`src/rtl/psfm_consts.svh`:
```
/*
 power-safe fault monitor constants and register map.
 assumes inclusion by bare name from rtl files; definitions only.
*/
`ifndef PSFM_CONSTS_SVH
`define PSFM_CONSTS_SVH
`define PSFM_ADDR_CTRL    8'h00
`define PSFM_ADDR_STATUS  8'h04
`define PSFM_ADDR_IRQ_ST  8'h08
`define PSFM_ADDR_IRQ_MSK 8'h0C
`define PSFM_ADDR_FAULTS  8'h10
// ctrl register bits
`define PSFM_CTRL_CPU_REARM 0
// irq bits
`define PSFM_IRQ_W        5
`define PSFM_IRQ_PWRFAIL  0
`define PSFM_IRQ_NONRED   1
`define PSFM_IRQ_THROT    2
`define PSFM_IRQ_LINKLOST 3
`define PSFM_IRQ_LAMP     4
`define PSFM_IRQ_RST      5'h00
`define PSFM_LOW_RANGE_VAC 200
`endif

```
`src/rtl/psfm_pkg.sv`:
```
/*
 power-safe fault monitor types.
 assumes psfm_consts.svh is included beside it.
*/
package psfm_pkg;
   typedef enum logic [1:0]
   {
      PSFM_REDUNDANT = 2'b00,
      PSFM_NONRED    = 2'b01,
      PSFM_THROTTLED = 2'b10
   } psfm_state_t;
   // one-cycle event pulses, grouped
   typedef struct packed
   {
      logic pwr_fail;
      logic nonred;
      logic throt;
      logic link_lost;
      logic lamp;
   } psfm_evt_t;
endpackage

```
`src/rtl/psfm_sync.sv`:
```
/*
 three-flop input synchroniser with agreement filter.
 assumes async inputs; the output changes only when flops two and three agree.
*/
`timescale 1ns/1ps
`default_nettype none
module psfm_sync #(
   parameter int W = 1
) (
   input  wire logic         clk,
   input  wire logic         rst_n,
   input  wire logic [W-1:0] d,
   output var  logic [W-1:0] q
);
   logic [W-1:0] s1_r, s2_r, s3_r, q_r;
   logic [W-1:0] q_nxt;

   // --------------------------------------------------
   // filter: take each bit only when stages agree
   // --------------------------------------------------
   always_comb
   begin
      for (int i = 0; i < W; i++)
         q_nxt[i] = (s2_r[i] == s3_r[i]) ? s3_r[i] : q_r[i];
   end

   always_ff @(posedge clk or negedge rst_n)
   begin
      if (!rst_n)
      begin
         s1_r <= '0;
         s2_r <= '0;
         s3_r <= '0;
         q_r  <= '0;
      end
      else
      begin
         s1_r <= d;
         s2_r <= s1_r;
         s3_r <= s2_r;
         q_r  <= q_nxt;
      end
   end
   assign q = q_r;
endmodule
`default_nettype wire

```
`src/rtl/psfm_top.sv`:
```
/*
 power-safe and fault-lamp monitor with apb register access.
 assumes board pins are asynchronous and pass the three-flop filter;
 apb master on pclk; zero-wait-state slave.
*/
// Chosen here: the address map and the APB interface to the registers.
`timescale 1ns/1ps
`default_nettype none
`include "psfm_consts.svh"
module psfm_top
   import psfm_pkg::*;
#(
   parameter int N_PWR = 4,
   parameter int N_FAN = 8,
   parameter int N_CPU = 4
) (
   input  wire logic             pclk,
   input  wire logic             presetn,
   input  wire logic             psel,
   input  wire logic             penable,
   input  wire logic             pwrite,
   input  wire logic [7:0]       paddr,
   input  wire logic [31:0]      pwdata,
   output var  logic [31:0]      prdata,
   output var  logic             pready,
   output var  logic             pslverr,
   input  wire logic [N_PWR-1:0] pwr_good,
   input  wire logic             supply_overload_flag,
   input  wire logic [1:0]       supply_ok,
   input  wire logic             range_low,
   input  wire logic             telemetry_fail,
   input  wire logic [N_FAN-1:0] fan_low_crit,
   input  wire logic [N_CPU-1:0] cpu_cfg_err,
   input  wire logic [N_CPU-1:0] cpu_disabled,
   input  wire logic [1:0]       link_up,
   input  wire logic             sys_dc_on,
   input  wire logic             sys_reset,
   output var  logic             beep_req,
   output var  logic             status_lamp_crit,
   output var  logic             supply_utilization_lamp,
   output var  logic             cpu_throttle,
   output var  logic [N_FAN-1:0] fan_lamp,
   output var  logic [N_CPU-1:0] cpu_lamp,
   output var  logic             link_lost,
   output var  logic             irq
);
   localparam int NI = N_PWR + 5 + N_FAN + 2 * N_CPU + 2 + 2;

   // --------------------------------------------------
   // pin synchronisers
   // --------------------------------------------------
   logic [NI-1:0] raw_in, syn;
   assign raw_in = {pwr_good, supply_overload_flag, supply_ok, range_low, telemetry_fail,
                    fan_low_crit, cpu_cfg_err, cpu_disabled, link_up, sys_dc_on, sys_reset};
   psfm_sync #(.W(NI)) u_sync (.clk(pclk), .rst_n(presetn), .d(raw_in), .q(syn));

   logic [N_PWR-1:0] pg_s;
   logic             ovl_s, rng_s, tfail_s, dcon_s, sysrst_s;
   logic [1:0]       ok_s, link_s;
   logic [N_FAN-1:0] fan_s;
   logic [N_CPU-1:0] cerr_s, cdis_s;
   assign {pg_s, ovl_s, ok_s, rng_s, tfail_s, fan_s, cerr_s, cdis_s, link_s, dcon_s,
           sysrst_s} = syn;

   // --------------------------------------------------
   // state registers
   // --------------------------------------------------
   psfm_state_t          st_r, st_nxt;
   logic [N_PWR-1:0]     pg_r, pg_nxt;
   logic [1:0]           link_r, link_nxt;
   logic                 dcon_r, dcon_nxt;
   logic                 lost_r, lost_nxt;
   logic [N_FAN-1:0]     fan_r, fan_nxt;
   logic [N_CPU-1:0]     cpu_r, cpu_nxt;
   logic                 crit_r, crit_nxt;
   logic                 beep_r, beep_nxt;
   logic                 util_r, util_nxt;
   logic                 thr_r, thr_nxt;
   logic [`PSFM_IRQ_W-1:0] ist_r, ist_nxt, imsk_r, imsk_nxt;
   logic                 irq_r, irq_nxt;
   logic [31:0]          rd_r, rd_nxt;
   logic                 rearm_r, rearm_nxt;
   logic                 ps_active;
   logic                 one_supply;
   psfm_evt_t            evt;

   // apb access strobes; slave answers in the access phase
   logic acc_wr, acc_rd;
   assign acc_wr = psel & penable & pwrite;
   assign acc_rd = psel & ~penable & ~pwrite;

   // decode: is addr equal to a register offset
   function automatic logic hit(input logic [7:0] a, input logic [7:0] off);
      hit = (a == off);
   endfunction

   // --------------------------------------------------
   // power-safe, lamps and link next state
   // --------------------------------------------------
   always_comb
   begin
      // telemetry loss disables power-safe; only below the low range
      ps_active  = rng_s & ~tfail_s;
      one_supply = (ok_s != 2'b11);
      st_nxt = PSFM_REDUNDANT;
      // priority: throttled, then non-redundant, then redundant
      if (ps_active && one_supply && ovl_s)
         st_nxt = PSFM_THROTTLED;
      else if (one_supply || (ps_active && ovl_s))
         st_nxt = PSFM_NONRED;
      else
         st_nxt = PSFM_REDUNDANT;
      thr_nxt  = (st_nxt == PSFM_THROTTLED);
      util_nxt = ps_active & ovl_s;
      pg_nxt   = pg_s;
      // a drop on any power-good latches the critical lamp
      crit_nxt = crit_r | (|(pg_r & ~pg_s));
      beep_nxt = |(pg_r & ~pg_s);
      dcon_nxt = dcon_s;
      // fans rearm on dc power-on edge and system reset, set wins
      if (sysrst_s || (dcon_s && !dcon_r))
         fan_nxt = fan_s;
      else
         fan_nxt = fan_r | fan_s;
      // processor lamps ignore power-on and reset; explicit rearm only
      cpu_nxt = (rearm_r ? '0 : cpu_r) | cerr_s | cdis_s;
      link_nxt = link_s;
      // only the two embedded channels feed link-lost
      lost_nxt = lost_r;
      if (|(link_r & ~link_s))
         lost_nxt = 1'b1;
      else if (|(~link_r & link_s))
         lost_nxt = 1'b0;
      // entry pulses only
      evt.pwr_fail  = beep_nxt;
      evt.nonred    = (st_nxt == PSFM_NONRED) && (st_r != PSFM_NONRED);
      evt.throt     = (st_nxt == PSFM_THROTTLED) && (st_r != PSFM_THROTTLED);
      evt.link_lost = lost_nxt & ~lost_r;
      evt.lamp      = |((fan_nxt & ~fan_r)) | |(cpu_nxt & ~cpu_r);
   end

   // --------------------------------------------------
   // register file next state
   // --------------------------------------------------
   always_comb
   begin
      imsk_nxt  = imsk_r;
      rearm_nxt = 1'b0;
      ist_nxt   = ist_r;
      if (acc_wr && hit(paddr, `PSFM_ADDR_IRQ_MSK))
         imsk_nxt = pwdata[`PSFM_IRQ_W-1:0];
      if (acc_wr && hit(paddr, `PSFM_ADDR_CTRL))
         rearm_nxt = pwdata[`PSFM_CTRL_CPU_REARM];
      if (acc_wr && hit(paddr, `PSFM_ADDR_IRQ_ST))
         ist_nxt = ist_r & ~pwdata[`PSFM_IRQ_W-1:0];
      // a new event beats a clear in the same cycle; each event goes to its own bit,
      // since the packing order of the event group is not the status layout
      ist_nxt[`PSFM_IRQ_PWRFAIL]  = ist_nxt[`PSFM_IRQ_PWRFAIL] | evt.pwr_fail;
      ist_nxt[`PSFM_IRQ_NONRED]   = ist_nxt[`PSFM_IRQ_NONRED] | evt.nonred;
      ist_nxt[`PSFM_IRQ_THROT]    = ist_nxt[`PSFM_IRQ_THROT] | evt.throt;
      ist_nxt[`PSFM_IRQ_LINKLOST] = ist_nxt[`PSFM_IRQ_LINKLOST] | evt.link_lost;
      ist_nxt[`PSFM_IRQ_LAMP]     = ist_nxt[`PSFM_IRQ_LAMP] | evt.lamp;
      irq_nxt = |(ist_nxt & imsk_nxt);
      rd_nxt = rd_r;
      if (acc_rd)
      begin
         case (paddr)
            `PSFM_ADDR_STATUS:  rd_nxt = {24'h000000, lost_r, util_r, thr_r, crit_r,
                                          ok_s, 2'(st_r)};
            `PSFM_ADDR_IRQ_ST:  rd_nxt = 32'(ist_r);
            `PSFM_ADDR_IRQ_MSK: rd_nxt = 32'(imsk_r);
            `PSFM_ADDR_FAULTS:  rd_nxt = {16'h0000, 8'(cpu_r), 8'(fan_r)};
            default:            rd_nxt = 32'h00000000;
         endcase
      end
   end

   always_ff @(posedge pclk or negedge presetn)
   begin
      if (!presetn)
      begin
         st_r    <= PSFM_REDUNDANT;
         pg_r    <= '0;
         link_r  <= 2'b00;
         dcon_r  <= 1'b0;
         lost_r  <= 1'b0;
         fan_r   <= '0;
         cpu_r   <= '0;
         crit_r  <= 1'b0;
         beep_r  <= 1'b0;
         util_r  <= 1'b0;
         thr_r   <= 1'b0;
         ist_r   <= `PSFM_IRQ_RST;
         imsk_r  <= `PSFM_IRQ_RST;
         irq_r   <= 1'b0;
         rd_r    <= 32'h00000000;
         rearm_r <= 1'b0;
      end
      else
      begin
         st_r    <= st_nxt;
         pg_r    <= pg_nxt;
         link_r  <= link_nxt;
         dcon_r  <= dcon_nxt;
         lost_r  <= lost_nxt;
         fan_r   <= fan_nxt;
         cpu_r   <= cpu_nxt;
         crit_r  <= crit_nxt;
         beep_r  <= beep_nxt;
         util_r  <= util_nxt;
         thr_r   <= thr_nxt;
         ist_r   <= ist_nxt;
         imsk_r  <= imsk_nxt;
         irq_r   <= irq_nxt;
         rd_r    <= rd_nxt;
         rearm_r <= rearm_nxt;
      end
   end

   // outputs straight from flops, pready and pslverr tied off; fan/cpu bits beyond 8 are not readable
   assign prdata                  = rd_r;
   assign pready                  = 1'b1;
   assign pslverr                 = 1'b0;
   assign beep_req                = beep_r;
   assign status_lamp_crit        = crit_r;
   assign supply_utilization_lamp = util_r;
   assign cpu_throttle            = thr_r;
   assign fan_lamp                = fan_r;
   assign cpu_lamp                = cpu_r;
   assign link_lost               = lost_r;
   assign irq                     = irq_r;

   // --------------------------------------------------
   // checks
   // --------------------------------------------------
   chk_pg_drop_crit: assert property (@(posedge pclk) disable iff (!presetn)
      (|(pg_r & ~pg_s)) |=> (status_lamp_crit && beep_req))
      else $error("power-good drop did not light critical lamp");
   chk_range_gate: assert property (@(posedge pclk) disable iff (!presetn)
      (!rng_s) |=> !supply_utilization_lamp)
      else $error("utilization lamp lit above low range");
   chk_redundant_ok: assert property (@(posedge pclk) disable iff (!presetn)
      (ok_s != 2'b11 || (rng_s && !tfail_s && ovl_s)) |=> (st_r != PSFM_REDUNDANT))
      else $error("redundant without two supplies and a clear overload flag");
   chk_one_nonred: assert property (@(posedge pclk) disable iff (!presetn)
      (ok_s != 2'b11) |=> (st_r != PSFM_REDUNDANT))
      else $error("single supply stayed redundant");
   chk_util_lamp: assert property (@(posedge pclk) disable iff (!presetn)
      (rng_s && !tfail_s && ovl_s) |=> supply_utilization_lamp)
      else $error("utilization lamp not lit");
   chk_throttle: assert property (@(posedge pclk) disable iff (!presetn)
      (rng_s && !tfail_s && ovl_s && ok_s != 2'b11) |=> cpu_throttle)
      else $error("throttle not applied");
   chk_tel_fail: assert property (@(posedge pclk) disable iff (!presetn)
      tfail_s |=> !cpu_throttle)
      else $error("throttle with telemetry failure");
   chk_fan_hold: assert property (@(posedge pclk) disable iff (!presetn)
      (fan_r[0] && !sysrst_s && !(dcon_s && !dcon_r)) |=> fan_lamp[0])
      else $error("fan lamp dropped without rearm");
   chk_fan_rearm: assert property (@(posedge pclk) disable iff (!presetn)
      (sysrst_s && !fan_s[0]) |=> !fan_lamp[0])
      else $error("fan lamp not rearmed");
   chk_cpu_keep: assert property (@(posedge pclk) disable iff (!presetn)
      (cpu_r[0] && !rearm_r) |=> cpu_lamp[0])
      else $error("cpu lamp cleared without rearm");
   chk_link_lost: assert property (@(posedge pclk) disable iff (!presetn)
      (|(link_r & ~link_s)) |=> link_lost)
      else $error("link loss not flagged");
   chk_link_hold: assert property (@(posedge pclk) disable iff (!presetn)
      (link_lost && !(|(~link_r & link_s))) |=> link_lost)
      else $error("link-lost cleared without new link");
   chk_nonred_pulse: assert property (@(posedge pclk) disable iff (!presetn)
      evt.nonred |=> !evt.nonred)
      else $error("non-redundant event not one cycle");
   chk_range_hold: assert property (@(posedge pclk) disable iff (!presetn)
      (!rng_s && ok_s == 2'b11) |=> (st_r == PSFM_REDUNDANT))
      else $error("overload flag evaluated above low range");
   chk_tel_util: assert property (@(posedge pclk) disable iff (!presetn)
      tfail_s |=> !supply_utilization_lamp)
      else $error("utilization lamp with telemetry failure");
   chk_cpu_latch: assert property (@(posedge pclk) disable iff (!presetn)
      (cerr_s[0] || cdis_s[0]) |=> cpu_lamp[0])
      else $error("cpu fault did not light lamp");

   // --------------------------------------------------
   // event log checks
   // --------------------------------------------------
   // each event must land on the status bit that software reads for it
   chk_pwr_event: assert property (@(posedge pclk) disable iff (!presetn)
      beep_req |-> ist_r[`PSFM_IRQ_PWRFAIL])
      else $error("power-good drop not logged");
   chk_nonred_event: assert property (@(posedge pclk) disable iff (!presetn)
      evt.nonred |=> ist_r[`PSFM_IRQ_NONRED])
      else $error("non-redundant entry not logged");
   chk_throt_event: assert property (@(posedge pclk) disable iff (!presetn)
      $rose(cpu_throttle) |-> ist_r[`PSFM_IRQ_THROT])
      else $error("throttle entry not logged");
   chk_link_event: assert property (@(posedge pclk) disable iff (!presetn)
      $rose(link_lost) |-> ist_r[`PSFM_IRQ_LINKLOST])
      else $error("link loss not logged");
   chk_lamp_event: assert property (@(posedge pclk) disable iff (!presetn)
      (|(fan_s & ~fan_r)) |=> ist_r[`PSFM_IRQ_LAMP])
      else $error("new fan lamp not logged");
   chk_irq_level: assert property (@(posedge pclk) disable iff (!presetn)
      irq == (|(ist_r & imsk_r)))
      else $error("interrupt pin disagrees with masked status");
endmodule
`default_nettype wire

```
`config.mk`:
```
export PLATFORM = sky130hd
export DESIGN_NAME = psfm_top
export DESIGN_NICKNAME = d
export VERILOG_FILES = /design/src/rtl/psfm_pkg.sv /design/src/rtl/psfm_sync.sv /design/src/rtl/psfm_top.sv
export VERILOG_INCLUDE_DIRS = /design/src /design/src/rtl
export SDC_FILE = /design/constraint.sdc
export NUM_CORES = 1
export LEC_CHECK = 0
export BUFFER_PORTS_ARGS = -buffer_cell sky130_fd_sc_hd__buf_2
export CAP_MARGIN = 20
export CORE_UTILIZATION = 35
export CTS_CLUSTER_SIZE = 28
export DETAILED_ROUTE_END_ITERATION = 8
export GPL_TIMING_DRIVEN = 0
export PLACE_DENSITY = 0.66
export SYNTH_ARGS = -nofsm -noshare
export SYNTH_HDL_FRONTEND = slang
export SYNTH_SLANG_ARGS = --single-unit
```
`constraint.sdc`:
```
create_clock -name pclk -period 2.2 [get_ports pclk]
set_input_delay 0.22 -clock pclk [delete_from_list [all_inputs] [get_ports pclk]]
set_output_delay 0.22 -clock pclk [all_outputs]
set_load 0.02 [all_outputs]
```
# Word level (Yosys, flattened, before mapping)
# Cells that the tools add are included.
[word_totals]
register_bits = 186
input_bits = 74
out_inout_bits = 52
[classes]
eq_ne = 38
mux = 10
bitwise = 34
reduce_logical = 19
[ops]
columns = ["op", "n"]
rows = [
  ["$pmux W12 S4", 1],
  ["$eq A1 B1 Y1", 29],
  ["$eq A8 B4 Y1 const B", 2],
  ["$and A5 B5 Y5", 2],
  ["$mux W5", 2],
  ["$logic_and A1 B1 Y1", 9],
  ["$and A4 B4 Y4", 2],
  ["$and A8 B8 Y8", 1],
  ["$eq A8 B3 Y1 const B", 1],
  ["$eq A8 B5 Y1 const B", 1],
  ["$logic_not A8 Y1", 1],
  ["$mux W8", 1],
  ["$not A4 Y4", 2],
  ["$not A8 Y8", 1],
  ["$or A4 B4 Y4", 2],
  ["$or A8 B8 Y8", 1],
  ["$reduce_or A4 Y1", 2],
  ["$reduce_or A8 Y1", 1],
  ["$and A1 B1 Y1", 7],
  ["$or A1 B1 Y1", 7],
  ["$not A5 Y5", 1],
  ["$reduce_or A5 Y1", 1],
  ["$and A2 B2 Y2", 2],
  ["$mux W1", 4],
  ["11 further kinds", 18],
]

# Depth between registers and ports, before layout
[logic_depth]
ltp_word = 11
depth_mapped = 7

# By module
# From an unflattened synthesis, not the netlist that was laid out.
[unflattened]
cells_unflattened = 370
hier_area_um2 = 5602.9
[modules_own_cells]
columns = ["mod", "n_inst", "cells_each", "area_each_um2", "seq_area_each_um2"]
rows = [
  ["psfm_sync", 1, 145, 3229.3, 2902.8],
  ["psfm_top", 1, 225, 2373.5, 1251.2],
]

# Least setup slack after synthesis
# OpenSTA, ideal clock, no wires.
[synth_timing]
path_type = "input -> register"
from = "input port paddr[4]"
to = "register irq_r, in the netlist irq"
t_arrival_ns = 2.508
required_ns = 2.061
path_slack_ns = -0.447
cell_stages = 6
path_buffers = 1
path_cell_list = "buf_6 > or4b_4 > nor4_1 > mux2_2 > and2_1 > or4_1"
[synth_rtl]
columns = ["item", "line_no", "rtl"]
rows = [
  ["from (decl)", "psfm_top.sv:22", "input wire logic [7:0] paddr,"],
  ["$eq A8 B4 Y1", "psfm_top.sv:94", "hit = (a == off);"],
  ["$logic_and A1 B1 Y1", "psfm_top.sv:150", "if (acc_wr && hit(paddr, `PSFM_ADDR_IRQ_MSK))"],
  ["$mux W5", "psfm_top.sv:150", ""],
  ["named net imsk_nxt[4]", "psfm_top.sv:79", "logic [`PSFM_IRQ_W-1:0] ist_r, ist_nxt, imsk_r, imsk_nxt;"],
  ["$and A5 B5 Y5", "psfm_top.sv:163", "irq_nxt = |(ist_nxt & imsk_nxt);"],
  ["$reduce_or A5 Y1", "psfm_top.sv:163", ""],
  ["named net irq_nxt", "psfm_top.sv:80", "logic irq_r, irq_nxt;"],
  ["to (signal assigned)", "psfm_top.sv:214", "irq_r <= irq_nxt;"],
  ["to (decl)", "psfm_top.sv:80", ""],
]
# The timed path passes the listed nets, and every way through them passes these cells.
# A chain may end at the register's enable or synchronous reset.

# Final worst setup path
[layout_timing]
from = "input port paddr[1]"
to = "register irq_r, in the netlist irq"
# The elaborated chain is that of the path after synthesis.

==> results.tsv <==
stage	metric	value	unit
layout	Final nets	600	
yosys	Syn Area/Cell	14.6	um^2
layout	area of the multi-input gates	1250	um^2
placed_design	GPL Wtd Cong	0.813	
global_route	global-route wire length before repair	17000	um
clock_network	Clock Pin Slew Worst Setup and Hold Paths	60	ps
routing	Routed WL	10300	um
critical_path	CP max FO	5	
sta	Tcrit/Tclk final	94.4	%
layout	Area Overhead vs Synth	29.9	%
min_path	Hold Crit Class	input port to register	
global_route	vias in the first global route	3352	
yosys	sequential-to-total area share from yosys stat	74.7	%
sta	final hold vios	0	
critical_path	r2r setup slk	210	ps
floorplan	Initial Util	36.2	%
floorplan	Die Ht	128	um
layout	Non-Filler Instances	749	
floorplan	# IOs	126	
critical_path	WP data required	2480	ps
routing	drt initial violations	158	
global_route	Total GRT Usage	14.1	%
pwr	Total Power	6.71	mW
layout	Util after Layout	47.0	%
clock_network	deepest clock path buffer count	2	
clock_network	CTS tree	built	
floorplan	Chip Width	128	um
pwr	Max VDD drop	0.536	mV
yosys	cells after synthesis	380	
sta	crit path time final	2080	ps
clock_network	Root Driver	clkbuf_16	
layout	storage element area	4150	um^2
sta	Hold Slack	47.5	ps
clock_network	CTS buffer count	17	
critical_path	worst path cell trace	buf_2 > or3_1 > nor4_4 > mux2_2 > a22o_1 > or4_1	
placed_design	pre-CTS WS	-344	ps
clock_network	clock sinks	166	
clock_network	CTS H-tree depth	4	
yosys	Netlist Area Pre-Place	5560	um^2
placed_design	DP HPWL	7300	um
sta	final setup skew	12.8	ps
sta	setup violators final	0	
sta	RSZ-0062 raised after global routing	false	
placed_design	PortBufs	75	
yosys	top-area cell type share of the netlist area	74.7	%
pwr	PD cells	929	nW/um^2
global_route	total gr overflow	0	
critical_path	delay of the slowest critical-path stage	510	ps
routing	DR vias	3262	
global_route	initial antenna violation count	1	
sta	Worst-Margin Slew	757	ps
outcome	status	finished, final reports clean	
critical_path	WP buf/inv	1	
critical_path	Worst path slowest cell	nor4_4	
sta	slew margin rel.	49.6	%
placed_design	Placed Area	6330	um^2
layout	final instance area	7220	um^2
routing	post-detailed-route wirelength per cell	13.8	um
critical_path	Setup CP Type	input port to register	
sta	Max Slew Vio Count	0	
global_route	largest net degree at the start of global routing	100	
routing	Post-DRT Antenna Nets	0	
floorplan	total core area	15400	um^2
routing	Via density	4.36	
placed_design	placed insts	687	
clock_network	post-CTS resize count	0	
yosys	Synth cell types	41	
yosys	synth top area cells	dfrtp_1 75%, maj3_1 5.2%, buf_4 3.0%	
critical_path	cell family with most CP delay	simple AND/OR/NAND/NOR gates	
layout	layout cells sized above 1	25.9	%
flow_run	# Max-Cap Violations	0	
critical_path	CP startpoint kind	input port	
layout	fillers	1358	
critical_path	Worst EP arrival	2350	ps
floorplan	FP Rows	45	
floorplan	die footprint	16400	um^2
clock_network	Clock Latency Late Sink	420	ps
sta	Fin Setup TNS	0	ps
routing	DRC Markers	0	
yosys	Synth Register Bits	166	
sta	maximum clock frequency	482	MHz
yosys	Synth area leader	dfrtp_1	
pwr	Pleak	3.34	nW
sta	final setup margin	124	ps
routing	Pre-antenna DRT Iters	4	
yosys	Ys Warns	0	
critical_path	CP endpoint kind	register	
## cell usage in the layout, fill, tap and decap left out, drive strengths merged, types with 2 or more instances in the layout
cell type and n:
a21oi 3, mux2 5, inv 17, buf 100, o2111ai 3, nor4 3
o21bai 4, a22oi 7, nor2 7, conb 22, clkinv 4, or4 2
or3 3, clkinvlp 2, nand2b 11, clkbuf 24, nand4 3, nand2 32
mux2i 4, a22o 3, nor3 2, dlygate4sd3 31, o21ai 23, a21o 7
nand3 2, a21boi 2, maj3 29, bufinv 2, dfrtp 166
## flip-flops by register name, summed over array words and instances (netlist names), 4 cells and up
| register | count |
|---|---|
| fan_lamp | 8 |
| pg_r | 4 |
| imsk_r | 5 |
| u_sync.s1_r | 29 |
| ist_r | 5 |
| u_sync.s3_r | 29 |
| u_sync.q | 29 |
| u_sync.s2_r | 29 |
| prdata | 12 |
| cpu_lamp | 4 |
## metal layers
metal | track usage (%) | vias up | routed length [um]
met5 | 0 | - | 11
li1 | - | 1548 | -
met3 | 5.76 | 16 | 600
met2 | 22.4 | 81 | 5110
met1 | 16.7 | 1615 | 4450
met4 | 6.37 | 2 | 144
## worst paths after layout
| check | end | depth (start not counted) | start |
|---|---|---|---|
| setup / recovery | irq | 6 | paddr[1] |
| hold / removal | rearm_r | 3 | pwdata[0] |
| setup reg to reg | irq | 5 | u_sync.q[10] |
| hold reg to reg | u_sync.s2_r[24] | 0 | u_sync.s1_r[24] |
| max in group asynchronous | fan_lamp[1] | 3 | presetn |
| min in group asynchronous | u_sync.s1_r[0] | 2 | presetn |
## repair_timing
| item | in CTS | in global routing |
|---|---|---|
| endpoints found under the hold margin | 97 | 0 |
| setup buffers | 0 | 0 |
| setup endpoints to repair | 0 | 0 |
| hold buffers | 31 | 0 |
## cells by family (layout without fill, tap and decap cells)
group           count (synthesis)  after routing  synth area share, %
flops                         166            166                 74.7
simple gates                   73             73                 6.73
compound gates                 56             56                 6.62
buf+inv                        43            180                 4.55
fa+ha+maj                      29             29                 5.22
mux                             9              9                 1.73
other cells                     2             23                0.135
xor+xnor                        2              2                0.315
## synth_stat cells, drive strengths merged
library cell  number
a2111o             1
a21boi             2
a21o               7
a21oi              3
a221oi             1
a22o               3
a22oi              7
a31o               1
and2               1
and4b              1
buf               24
clkbuf             4
conb               2
dfrtp            166
inv               15
maj3              29
mux2               5
mux2i              4
nand2             32
nand2b            11
nand3              2
nand3b             1
nand4              3
nor2               7
nor2b              1
nor3               2
nor4               3
nor4b              1
o2111ai            3
o21ai             23
o21bai             4
o22ai              1
or2                1
or3                3
or3b               1
or4                2
or4b               1
xnor2              1
xor2               1
## worst reg2reg max path, stage by stage (launching register included)
cell      delay (ps)
dfrtp_1          400
o21bai_1         190
nand4_1          130
a2111o_1         420
and2_1           160
or4_1            550
## area by class of cell
class | instances | area share [%]
tap | 211 | 3.65
timing repair buffer | 107 | 9.96
multi-input combinational | 191 | 17.3
sequential | 166 | 57.5
clock inverter | 10 | 1.71
buffer | 28 | 2.72
inverter | 15 | 0.779
clock buffer | 20 | 6.32
antenna | 1 | 0.0346
## report_power, final
group	switching [mW]	internal, mW
Combinational	0.259	0.214
Sequential	0.117	3.24
Clock	1.15	1.73
Total	1.53	5.18
Power figures use the tool's default switching activity.
